File: src/rtl/scpm_pkg.sv
// constants for stack check and program space map
package scpm_pkg;
  localparam int unsigned DATA_W     = 16;
  localparam int unsigned PROG_W     = 24;
  localparam int unsigned PAGE_W     = 8;
  localparam int unsigned PC_W       = 23;
  localparam int unsigned SR_LOW_W   = 8;
  localparam int unsigned STACK_STEP = 2;
  localparam logic [15:0] STACK_FLOOR = 16'h0800;
  localparam logic [15:0] SP_RESET    = 16'h0800;
  localparam int unsigned EA_TOP_BIT  = 15;
  localparam int unsigned PAGE_TOP_BIT = 7;
  localparam int unsigned VIS_EN_BIT  = 2;
  localparam int unsigned PROG_USER_BIT = 23;

  typedef enum logic [1:0] {
    SCPM_STK_NONE = 2'b00,
    SCPM_STK_PUSH = 2'b01,
    SCPM_STK_POP  = 2'b10,
    SCPM_STK_REF  = 2'b11
  } scpm_stk_op_t;

  typedef enum logic [1:0] {
    SCPM_PA_FETCH = 2'b00,
    SCPM_PA_TABLE = 2'b01,
    SCPM_PA_WIN   = 2'b10,
    SCPM_PA_NONE  = 2'b11
  } scpm_pa_kind_t;
endpackage

File: src/rtl/scpm_stack_check.sv
// stack bound comparator for one generated stack address
`timescale 1ns/1ps
`default_nettype none
module scpm_stack_check (
  input  wire logic [15:0] i_addr,     // generated stack address
  input  wire logic [15:0] i_limit,    // stack upper bound, bit 0 clear
  input  wire logic        i_check,    // address is a stack reference
  input  wire logic        i_push,     // reference is a push
  output logic             o_over,     // upper bound crossed
  output logic             o_under     // below stack floor
);
  // a push writing at the limit is fine; only beyond it traps
  assign o_over  = i_check && i_push && (i_addr > i_limit);
  assign o_under = i_check && (i_addr < scpm_pkg::STACK_FLOOR);
endmodule
`default_nettype wire

File: src/rtl/scpm_prog_map.sv
// program-space address builder for fetch, table and window
`timescale 1ns/1ps
`default_nettype none
module scpm_prog_map (
  input  wire logic [1:0]  i_kind,      // access kind
  input  wire logic [22:0] i_pc,        // program counter
  input  wire logic [15:0] i_ea,        // data effective address
  input  wire logic [7:0]  i_tbl_page,  // table page value
  input  wire logic [7:0]  i_vis_page,  // visibility page value
  output logic [23:0]      o_addr,      // program address
  output logic             o_config     // targets configuration space
);
  always_comb begin
    o_addr   = 24'h00_0000;
    o_config = 1'b0;
    unique case (scpm_pkg::scpm_pa_kind_t'(i_kind))
      scpm_pkg::SCPM_PA_FETCH: begin
        o_addr = {1'b0, i_pc[22:1], 1'b0};
      end
      scpm_pkg::SCPM_PA_TABLE: begin
        o_addr   = {i_tbl_page, i_ea};
        o_config = i_tbl_page[scpm_pkg::PAGE_TOP_BIT];
      end
      scpm_pkg::SCPM_PA_WIN: begin
        // page bit 0 lands on bit 15, ea bit 15 is dropped
        o_addr = {1'b0, i_vis_page, i_ea[14:1], 1'b0};
      end
      scpm_pkg::SCPM_PA_NONE: begin
        o_addr = 24'h00_0000;
      end
    endcase
  end
endmodule
`default_nettype wire

File: src/rtl/scpm_top.sv
// stack pointer management, stack traps and program space addressing
// ----------------------------------------------------------------
// ----------------------------------------------------------------
`timescale 1ns/1ps
`default_nettype none
module scpm_top #(
  parameter int unsigned DATA_W = scpm_pkg::DATA_W   // data word width
) (
  input  wire logic              i_clock,         // core clock, 10 MHz
  input  wire logic              i_rst_b,         // async reset, active low
  // stack pointer and limit writes
  input  wire logic              i_sp_wr,         // load stack pointer
  input  wire logic [15:0]       i_sp_wdata,      // stack pointer value
  input  wire logic              i_limit_wr,      // load stack limit
  input  wire logic [15:0]       i_limit_wdata,   // stack limit value
  // stack operations
  input  wire logic [1:0]        i_stk_op,        // none, push, pop, reference
  input  wire logic [15:0]       i_stk_ref_ea,    // ea formed from stack pointer
  input  wire logic              i_push_call,     // push is a call's counter
  input  wire logic              i_push_exc,      // push is an exception counter
  input  wire logic [22:0]       i_pc,            // program counter
  input  wire logic [7:0]        i_status_low,    // status low byte
  input  wire logic [15:0]       i_push_data,     // ordinary push data
  // program space access
  input  wire logic              i_fetch,         // instruction fetch
  input  wire logic              i_tbl_rd,        // table read op
  input  wire logic              i_tbl_wr,        // table write op
  input  wire logic              i_tbl_high,      // table op on upper part
  input  wire logic              i_tbl_byte,      // table byte op
  input  wire logic [15:0]       i_tbl_wdata,     // table write data
  input  wire logic              i_data_rd,       // data space read
  input  wire logic              i_data_wr,       // data space write
  input  wire logic [15:0]       i_ea,            // data effective address
  input  wire logic [7:0]        i_tbl_page,      // table page register
  input  wire logic [7:0]        i_vis_page,      // visibility page register
  input  wire logic [15:0]       i_core_ctrl,     // core control register
  input  wire logic [23:0]       i_prog_rdata,    // program word from memory
  // stack side outputs
  output logic [15:0]            o_sp,            // stack pointer
  output logic [15:0]            o_limit,         // stack limit, bit 0 zero
  output logic [15:0]            o_stk_addr,      // data address of stack access
  output logic                   o_stk_wr,        // stack write strobe
  output logic                   o_stk_rd,        // stack read strobe
  output logic [DATA_W-1:0]      o_stk_wdata,     // stack write word
  output logic [7:0]             o_stk_wdata_hi,  // counter upper word high byte
  output logic                   o_stack_trap,    // stack error trap request
  output logic                   o_trap_over,     // trap cause overflow
  output logic                   o_trap_under,    // trap cause underflow
  // program space outputs
  output logic [23:0]            o_prog_addr,     // program address
  output logic                   o_prog_rd,       // program read strobe
  output logic                   o_prog_wr,       // program write strobe
  output logic [23:0]            o_prog_wdata,    // program write word
  output logic [2:0]             o_prog_be,       // program byte lanes
  output logic                   o_prog_config,   // access in config space
  output logic                   o_tbl_reject,    // table write refused
  output logic                   o_win_hit,       // window mapped read
  output logic                   o_win_wr_block,  // write into window ignored
  output logic [15:0]            o_rdata,         // program data to datapath
  output logic                   o_rvalid         // o_rdata valid
);
  // ----------------------------------------------------------------
  // stack pointer
  // ----------------------------------------------------------------
  logic [15:0] sp_reg;
  logic [15:0] sp_next;
  logic [15:0] limit_reg;
  logic        push_act;
  logic        pop_act;
  logic        ref_act;
  logic [15:0] stk_addr;

  assign push_act = (i_stk_op == scpm_pkg::SCPM_STK_PUSH);
  assign pop_act  = (i_stk_op == scpm_pkg::SCPM_STK_POP);
  assign ref_act  = (i_stk_op == scpm_pkg::SCPM_STK_REF);

  // push writes at the pointer, pop reads one word below it
  always_comb begin
    stk_addr = sp_reg;
    sp_next  = sp_reg;
    if (i_sp_wr) begin
      sp_next = {i_sp_wdata[15:1], 1'b0};
    end else if (push_act) begin
      sp_next = sp_reg + 16'(scpm_pkg::STACK_STEP);
    end else if (pop_act) begin
      stk_addr = sp_reg - 16'(scpm_pkg::STACK_STEP);
      sp_next  = stk_addr;
    end
    if (ref_act) begin
      stk_addr = i_stk_ref_ea;
    end
  end

  always_ff @(posedge i_clock or negedge i_rst_b) begin
    if (!i_rst_b) begin
      sp_reg <= scpm_pkg::SP_RESET;
    end else begin
      sp_reg <= sp_next;
    end
  end

  // limit has no reset value on purpose
  always_ff @(posedge i_clock) begin
    if (i_limit_wr) begin
      limit_reg <= {i_limit_wdata[15:1], 1'b0};
    end
  end

  assign o_sp    = sp_reg;
  assign o_limit = {limit_reg[15:1], 1'b0};

  // ----------------------------------------------------------------
  // stack traps
  // ----------------------------------------------------------------
  logic chk_over;
  logic chk_under;

  scpm_stack_check u_check (
    .i_addr  (stk_addr),
    .i_limit (o_limit),
    .i_check (push_act || pop_act || ref_act),
    .i_push  (push_act),
    .o_over  (chk_over),
    .o_under (chk_under)
  );

  assign o_stack_trap = chk_over || chk_under;
  assign o_trap_over  = chk_over;
  assign o_trap_under = chk_under;

  // ----------------------------------------------------------------
  // stack data path
  // ----------------------------------------------------------------
  logic [15:0] push_word;
  logic [7:0]  push_hi;
  logic [6:0]  pc_top;
  logic [15:0] exc_upper;
  logic        push_go;
  logic        pop_go;

  // a pointer load in the same cycle wins over a push or pop
  assign push_go = push_act && !i_sp_wr;
  assign pop_go  = pop_act && !i_sp_wr;

  assign pc_top = i_pc[22:16];

  // exception frame word: status low byte beside the counter top part
  assign exc_upper = {i_status_low, 1'b0, pc_top};

  always_comb begin
    push_word = i_push_data;
    push_hi   = 8'h00;
    if (i_push_call) begin
      push_word = i_pc[15:0];
      push_hi   = {1'b0, pc_top};
    end else if (i_push_exc) begin
      push_word = exc_upper;
      push_hi   = {1'b0, pc_top};
    end
  end

  // strobes and address; strobes withheld on a trapped push or pop, address always registered
  always_ff @(posedge i_clock or negedge i_rst_b) begin
    if (!i_rst_b) begin
      o_stk_addr <= 16'h0000;
      o_stk_wr   <= 1'b0;
      o_stk_rd   <= 1'b0;
    end else begin
      o_stk_addr <= stk_addr;
      o_stk_wr   <= push_go && !o_stack_trap;
      o_stk_rd   <= pop_go && !o_stack_trap;
    end
  end

  // write data for the stack memory
  always_ff @(posedge i_clock or negedge i_rst_b) begin
    if (!i_rst_b) begin
      o_stk_wdata    <= '0;
      o_stk_wdata_hi <= 8'h00;
    end else begin
      o_stk_wdata    <= DATA_W'(push_word);
      o_stk_wdata_hi <= push_hi;
    end
  end

  // ----------------------------------------------------------------
  // program space address
  // ----------------------------------------------------------------
  logic tbl_act;
  logic vis_en;
  logic win_act;
  logic [1:0]  pa_kind;
  logic [23:0] pa_addr;
  logic        pa_config;

  assign tbl_act = i_tbl_rd || i_tbl_wr;
  assign vis_en  = i_core_ctrl[scpm_pkg::VIS_EN_BIT];
  assign win_act = vis_en && i_ea[scpm_pkg::EA_TOP_BIT] && !tbl_act && (i_data_rd || i_data_wr);

  // table wins over window, window over fetch
  always_comb begin
    if (tbl_act) begin
      pa_kind = scpm_pkg::SCPM_PA_TABLE;
    end else if (win_act) begin
      pa_kind = scpm_pkg::SCPM_PA_WIN;
    end else if (i_fetch) begin
      pa_kind = scpm_pkg::SCPM_PA_FETCH;
    end else begin
      pa_kind = scpm_pkg::SCPM_PA_NONE;
    end
  end

  scpm_prog_map u_map (
    .i_kind     (pa_kind),
    .i_pc       (i_pc),
    .i_ea       (i_ea),
    .i_tbl_page (i_tbl_page),
    .i_vis_page (i_vis_page),
    .o_addr     (pa_addr),
    .o_config   (pa_config)
  );

  logic tbl_rej;
  logic win_rd;
  logic [2:0] be;
  assign tbl_rej = i_tbl_wr && pa_config;
  assign win_rd  = win_act && i_data_rd && !i_data_wr;

  // byte lanes: byte op takes lane 0 or 1 by ea bit 0, word op lanes 0 and 1, upper part is lane 2
  always_comb begin
    if (i_tbl_high) begin
      be = 3'b100;
    end else if (i_tbl_byte) begin
      be = i_ea[0] ? 3'b010 : 3'b001;
    end else begin
      be = 3'b011;
    end
  end

  // program-side strobes and address
  always_ff @(posedge i_clock or negedge i_rst_b) begin
    if (!i_rst_b) begin
      o_prog_addr  <= 24'h00_0000;
      o_prog_rd    <= 1'b0;
      o_prog_wr    <= 1'b0;
      o_prog_wdata <= 24'h00_0000;
      o_prog_be    <= 3'b000;
    end else begin
      o_prog_addr  <= pa_addr;
      o_prog_rd    <= i_tbl_rd || win_rd || (i_fetch && !tbl_act && !win_act);
      o_prog_wr    <= i_tbl_wr && !tbl_rej;
      // table write data repeats its low byte in the upper lane
      o_prog_wdata <= {i_tbl_wdata[7:0], i_tbl_wdata};
      o_prog_be    <= tbl_act ? be : 3'b111;
    end
  end

  // access flags for the datapath
  always_ff @(posedge i_clock or negedge i_rst_b) begin
    if (!i_rst_b) begin
      o_prog_config  <= 1'b0;
      o_tbl_reject   <= 1'b0;
      o_win_hit      <= 1'b0;
      o_win_wr_block <= 1'b0;
    end else begin
      o_prog_config  <= pa_config;
      o_tbl_reject   <= tbl_rej;
      o_win_hit      <= win_rd;
      o_win_wr_block <= win_act && i_data_wr;
    end
  end

  // ----------------------------------------------------------------
  // read return
  // ----------------------------------------------------------------
  logic rd_win_q;
  logic rd_tbl_q;
  logic rd_hi_q;
  logic rd_byte_q;
  logic rd_odd_q;

  always_ff @(posedge i_clock or negedge i_rst_b) begin
    if (!i_rst_b) begin
      rd_win_q  <= 1'b0;
      rd_tbl_q  <= 1'b0;
      rd_hi_q   <= 1'b0;
      rd_byte_q <= 1'b0;
      rd_odd_q  <= 1'b0;
    end else begin
      rd_win_q  <= win_rd;
      rd_tbl_q  <= i_tbl_rd;
      rd_hi_q   <= i_tbl_high;
      rd_byte_q <= i_tbl_byte;
      rd_odd_q  <= i_ea[0];
    end
  end

  always_ff @(posedge i_clock or negedge i_rst_b) begin
    if (!i_rst_b) begin
      o_rdata  <= 16'h0000;
      o_rvalid <= 1'b0;
    end else begin
      o_rvalid <= rd_win_q || rd_tbl_q;
      if (rd_win_q) begin
        o_rdata <= i_prog_rdata[15:0];
      end else if (rd_tbl_q && rd_hi_q) begin
        // upper byte of the high part is always zero
        o_rdata <= (rd_byte_q && rd_odd_q) ? 16'h0000
                   : {8'h00, i_prog_rdata[23:16]};
      end else if (rd_tbl_q && rd_byte_q) begin
        o_rdata <= {8'h00, rd_odd_q ? i_prog_rdata[15:8] : i_prog_rdata[7:0]};
      end else if (rd_tbl_q) begin
        o_rdata <= i_prog_rdata[15:0];
      end
    end
  end
endmodule
`default_nettype wire

File: config.mk
export PLATFORM = sky130hd
export DESIGN_NAME = scpm_top
export DESIGN_NICKNAME = d
export VERILOG_FILES = /design/src/rtl/scpm_pkg.sv /design/src/rtl/scpm_stack_check.sv /design/src/rtl/scpm_prog_map.sv /design/src/rtl/scpm_top.sv
export SDC_FILE = /design/constraint.sdc
export NUM_CORES = 1
export LEC_CHECK = 0
export BUFFER_PORTS_ARGS = -buffer_cell sky130_fd_sc_hd__buf_2
export CAP_MARGIN = 20
export CORE_ASPECT_RATIO = 0.75
export CORE_MARGIN = 4
export CORE_UTILIZATION = 25
export DETAILED_ROUTE_END_ITERATION = 8
export SLEW_MARGIN = 20
export SYNTH_ARGS = -nofsm -noshare
export SYNTH_HDL_FRONTEND = slang
export SYNTH_SLANG_ARGS = --single-unit
File: constraint.sdc
create_clock -name i_clock -period 3.3 [get_ports i_clock]
set_clock_uncertainty 0.05 [all_clocks]
set_input_delay 0 -clock i_clock [delete_from_list [all_inputs] [get_ports i_clock]]
set_output_delay 0 -clock i_clock [all_outputs]
set_load 0.02 [all_outputs]
### After elaboration in Yosys (flattened, before gate mapping)

Index checks and enable logic that the tools add are counted.
W data, S select, Z words.

| word-level totals | value |
|---|---|
| register bits | 151 |
| input bits | 198 |
| output and inout port bits | 151 |
| word-level logic and storage cells | 93 |

| cells by class | value |
|---|---|
| $add $sub $neg | 2 |
| order comparisons | 2 |
| equal/unequal tests | 6 |
| mux-type cells | 25 |
| reduce and logical (&&, ||, !) cells | 36 |

Operator list:

| cell | number |
|---|---|
| $mux W16 | 12 |
| $pmux W24 S4 | 1 |
| $logic_and A1 B1 Y1 | 20 |
| $add A16 B2 Y16 const B | 1 |
| $gt A16 B16 Y1 | 1 |
| $lt A16 B12 Y1 const B | 1 |
| $mux W8 | 2 |
| $sub A16 B2 Y16 const B | 1 |
| $mux W7 | 2 |
| $mux W2 | 5 |
| $eq A2 B2 Y1 const B | 4 |
| $logic_or A1 B1 Y1 | 8 |
| $logic_not A1 Y1 | 6 |
| $mux W3 | 2 |
| $eq A2 B1 Y1 const B | 2 |
| $reduce_bool A4 Y1 | 1 |
| $logic_not A2 Y1 | 1 |
| $mux W1 | 1 |

### Logic depth before layout (Yosys ltp)

| depth | value |
|---|---|
| word-level depth | 11 |
| gate-level depth with buffers | 15 |
| gate-level depth less buffers | 14 |

### Modules after synthesis

From an unflattened synthesis, not the netlist that was laid out.

| unflattened totals | value |
|---|---|
| cell total of the unflattened synthesis | 612 |
| area total of the unflattened synthesis | 6708.9 um^2 |

Modules (own cells, without submodules):

| module | instances | cells each | area an instance (um^2) | seq. area each (um^2) |
|---|---|---|---|---|
| scpm_top | 1 | 498 | 5761.8 | 3604.7 |
| scpm_prog_map | 1 | 55 | 528.0 | 0.0 |
| scpm_stack_check | 1 | 59 | 419.2 | 0.0 |

### Worst setup path before layout

OpenSTA, ideal clock, no wires.

| timing path | value |
|---|---|
| path kind | flip-flop to output port |
| start | register sp_reg[5] (netlist: o_sp[5]) |
| end | output o_stack_trap |
| data arrival time | 3267 ps |
| data required time | 3250 ps |
| slack | -17 ps |
| stages on the path, launching flop included | 14 |
| path buffers | 1 |
| cells stage by stage | dfrtp_1 > buf_6 > nor4b_4 > nand3_2 > or4_1 > or3_1 > a31oi_1 > ha_1 > nand2_1 > o21ai_0 > a21oi_1 > o21ai_0 > o21a_1 > or2_1 |

| on the way | value |
|---|---|
| cells in the longest elaborated chain, start to end | 8 |
| elaborated cells between the ends (all ways) | 10 |
| those cells by class | add/sub (1); order compare (2); mux (4); reduce/logical (3) |

RTL lines:

| element | line | text |
|---|---|---|
| start: declaration | scpm_top.sv:65 | `logic [15:0] sp_reg;` |
| start signal: assignment | scpm_top.sv:96 | `sp_reg <= scpm_pkg::SP_RESET;` |
| start signal: assignment | scpm_top.sv:98 | `sp_reg <= sp_next;` |
| $sub A16 B2 Y16 | scpm_top.sv:86 | `stk_addr = sp_reg - 16'(scpm_pkg::STACK_STEP);` |
| $mux W16 | -- |  |
| $mux W16 | scpm_top.sv:83 | `end else if (push_act) begin` |
| $mux W16 | scpm_top.sv:81 | `if (i_sp_wr) begin` |
| $mux W16 | scpm_top.sv:89 | `if (ref_act) begin` |
| via stk_addr[10] | scpm_top.sv:71 | `logic [15:0] stk_addr;` |
| $gt A16 B16 Y1 | scpm_stack_check.sv:13 | `assign o_over = i_check && i_push && (i_addr > i_limit);` |
| $logic_and A1 B1 Y1 | scpm_stack_check.sv:13 |  |
| via o_trap_over | scpm_top.sv:47 | `output logic o_trap_over,` |
| $logic_or A1 B1 Y1 | scpm_top.sv:127 | `assign o_stack_trap = chk_over \|\| chk_under;` |
| end: declaration | scpm_top.sv:46 | `output logic o_stack_trap,` |

The timed path passes the listed nets, and every way through them passes these cells.

### Worst setup path in the final report

| timing path | value |
|---|---|
| start | register sp_reg[5] (netlist: o_sp[5]) |
| end | output o_stack_trap |

| on the way | value |
|---|---|
| cells in the longest elaborated chain, start to end | 8 |
| elaborated cells between the ends (all ways) | 10 |
| those cells by class | add/sub (1); order compare (2); mux (4); reduce/logical (3) |

RTL lines:

| element | line |
|---|---|
| $sub A16 B2 Y16 * | scpm_top.sv:86 |
| $mux W16 * | -- |
| $mux W16 * | scpm_top.sv:83 |
| $mux W16 * | scpm_top.sv:81 |
| $mux W16 * | scpm_top.sv:89 |
| via stk_addr[10] | scpm_top.sv:71 |
| $gt A16 B16 Y1 / $lt A16 B12 Y1 (equally long branches) | scpm_stack_check.sv:13, scpm_stack_check.sv:14 |
| $logic_and A1 B1 Y1 (on tied branches) | scpm_stack_check.sv:13, scpm_stack_check.sv:14 |
| $logic_or A1 B1 Y1 * | scpm_top.sv:127 |

The timed path passes the listed nets; every way through them passes the cells marked *.

==> key figures <==
Synthesis
  • XOR/XNOR Fraction of Synth Area: 2.982%
  • Synth Area in Adders: under 10%
  • Synth cell types: 56
  • EDFF count, synth: 15
  • Syn. warnings: 0
  • Post-synthesis register bit count: 140
  • Post-synthesis simple-gate area fraction: between 10% and 20%
  • Syn avg cell area: about 10 um^2
  • Mapped Area: between 6000 and 7000 um^2
  • Synth Flop Type: dfrtp_1
  • Main combinational cell family by area after synthesis: simple AND/OR/NAND/NOR gates
  • Cells after synthesis: approximately 630
  • Sequential fraction of the synthesis area: between 50% and 60%
  • Post-synthesis mux area share: just under 4%
  • Post-synthesis compound-gate area fraction: 13.85%
  • Async SR Flop Fraction: around nine tenths

Timing
  • Slew @ Worst Pin: around 0.9 ns
  • Worst hold slack: about 0.030 ns
  • Relative slew slack: between 40 and 50%
  • Fin crit share: 109.3%
  • Fin. Hold Viols: 0
  • RSZ-0062 raised after global routing: yes
  • Final setup violation count: 3
  • Final worst slack: -0.3081 ns
  • Fmax: 277.2 MHz
  • Tmin final: ~3.6 ns
  • Max Transition Viols Final: 0

Final layout
  • # fillers: around 2,400
  • Max FFs per register: 24
  • Most frequent cells in the layout: 325 x buf_2, 181 x dlygate4sd3_1, 124 x dfrtp_1
  • Layout area overhead: 71.26%
  • Commonest non-fill, non-tap cell in the layout: buf_2
  • FF+latch area: around 3600 um^2
  • Most flops, register: o_prog_addr
  • Multi-input logic area: ~2600 um^2
  • Final net count: about 1,400
  • Share of layout cells above drive strength 1: a little over a third

Drt
  • Vias after detailed routing: roughly 6,900
  • Vias per cell: 4.599
  • Antenna-violating nets left: 0
  • Drt first pass iters: 5
  • Drt total wl: ~26,000 um
  • WL/cell: roughly 17 um
  • DRC errors left: 0
  • DRC violation total after the first TritonRoute iteration: around 340

Global routing
  • Largest net degree at the start of global routing: around 110
  • Total track usage: ~18%
  • Vias in the first global route: between 7,000 and 8,000
  • First-pass GRT wire length: a little over 40,000 um
  • Initial antenna violation count: 2
  • Overflow after GRT: 0

Setup path
  • CP max stage delay: approximately 0.45 ns
  • Worst R2R Setup Slack: -0.04 ns
  • CP Data Arrival Time: roughly 3.6 ns
  • Crit-path cells: nor4b_4, nand3_2, or4_4, or3_4, a31oi_4, ha_4, nand2_2, o21ai_2, a21oi_1, o21ai_1, o21a_2, or2_4, buf_6
  • Crit end category: primary output
  • Worst R2R Start: o_sp[5]$_DFF_PN0_
  • Req. time, crit path: around 3.3 ns
  • Slowest stage cell, crit path: or4_4
  • FF-to-FF End: o_stk_wr$_DFF_PN0_
  • Crit start category: register
  • Kind of critical path: reg2out
  • CP Max Fanout: 2
  • Reg2Reg Depth: 14

Placement
  • Port bufs: ~330
  • GPL Wtd Cong: around 0.86
  • Place WS: about 0.027 ns
  • Detail Placement HPWL: about 18,000 um

Power
  • Power density over the cells: 462.0 nW/um^2
  • Overall Power: ~5100 uW
  • Worst IR Drop VDD: roughly 0.00034 V
  • Pleak: 0.005324 uW

Run
  • Max-cap violation count: 0

Clocking
  • Worst-path clk slew: roughly 0.07 ns
  • Worst skew pair latency: about 0.43 ns
  • CTS Buf Count: 17
  • Root buffer cell: clkbuf_16
  • CTS tree: done
  • H-Tree Depth: 4
  • Max Buffers Root-to-Sink: 2
  • CTS Sinks: 140

Min path
  • HP Class: in2reg
  • Hold Path End: o_stk_addr[11]$_DFF_PN0_
  • Hold Path Origin: i_stk_ref_ea[11]
  • Worst Hold Depth: 6

Floorplan
  • Die Area: around 29,000 um^2
  • Core area: roughly 25,000 um^2
  • Die Ht: about 150 um
  • Chip width: just under 200 um
  • I/O pins: 349
  • Placement Rows: 50
  • Initial core utilization: 25.63%

Run status
  • Run status: finished with violations
  • Violated checks: setup timing
[where the power goes]
| part | internal, uW | total (uW) | switching (uW) |
|---|---|---|---|
| Sequential | 1880 | 1960 | 73.3 |
| Clock | 1070 | 1920 | 859 |
| Combinational | 549 | 1230 | 681 |
| Total | 3500 | 5110 | 1610 |
[timing repair]
action | 4_1_cts | 5_1_grt
hold buffers | 181 | 0
buffers inserted | 5 | 2
setup endpoints to repair | 2 | 3
pin swaps | 6 | 11
resized for setup | 9 | 16
endpoints found under the hold margin | 254 | 0
[critical path, delay by kind of cell, from the launching register on]
family / cells / cell delay (ns)
adders and majority gates: 1 / 0.23
DFF: 1 / 0.41
AOI/OAI and AO/OA: 5 / 0.81
buffers and inverters: 1 / 0.13
and+or+nand+nor: 6 / 1.57
[per-layer routing]
metal  part of all wire, %  vias up  GRT usage [%]  routed length, um
met5                     0        -              0                  0
met4                   3.1        0          6.829                790
met3                   7.9       36          5.227               2037
met2                    47      338          29.30              12220
met1                    42     3293          22.40              10740
li1                      -     3246              -                  -
[kinds of logic after synthesis]
logic type | count (synthesis)
and+or+nand+nor | 211
AOI/OAI and AO/OA | 144
DFF | 140
buffers and inverters | 73
muxes | 25
xor gates and xnor gates | 22
adders and majority gates | 17
other | 1
[worst max path at each step]
stage                                     to  slack (ns)  cells past startpoint               from
final                           o_stack_trap       -0.31                     13  o_sp[5]$_DFF_PN0_
after global routing            o_stack_trap       -0.47                     15  o_sp[5]$_DFF_PN0_
after CTS                       o_stack_trap       -0.30                     13  o_sp[4]$_DFF_PN0_
after detailed placement        o_stack_trap        0.03                     13  o_sp[5]$_DFF_PN0_
after global placement          o_stack_trap        0.09                     14  o_sp[2]$_DFF_PN0_
after floorplan           o_stk_wr$_DFF_PN0_       0.001                     13  o_sp[5]$_DFF_PN0_
[stage by stage]
stage               cells  util [%]  cell area [um^2]  setup TNS (ns)
floorplan             635         -              6472               0
global placement     1280     33.78              8517               0
detailed placement   1280     33.78              8517               0
CTS                  1498     43.52             10970         -0.4886
global route         1501     43.87             11060          -1.172
finish               1503     43.89             11070         -0.6394
[synth_stat cells (all sizes together) (2+ instances only)]
cell	n	area [um^2]
a21oi	22	110.1
a31oi	10	62.56
ha	17	212.7
o21ai	63	315.3
o31ai	3	22.52
a22o	15	132.6
clkbuf	35	131.4
o22ai	3	18.77
a221oi	7	61.31
nand2	88	330.3
nand3	19	100.1
nor3	9	45.04
or2	4	25.03
a22oi	8	60.06
nor4b	2	32.53
edfxtp	15	450.4
xor2	8	70.07
nor4	5	37.53
nand4	9	56.30
inv	24	90.09
nand2b	5	31.28
and3	2	12.51
and4	2	18.77
nand3b	2	15.01
o32ai	3	26.28
xnor2	14	122.6
or3	2	12.51
buf	14	105.1
mux2i	25	250.2
dfrtp	124	3103
nor2	44	165.2
nor2b	14	87.58
[cell type report]
class / count / share of cell area, %
timing repair buffer: 544 / 33.81
sequential: 140 / 32.35
multi-input combinational: 422 / 23.90
clock buffer: 20 / 4.319
tap: 338 / 3.822
clock inverter: 12 / 0.9159
inverter: 24 / 0.8141
antenna: 3 / 0.06784
(Power assumes the default switching activity.)
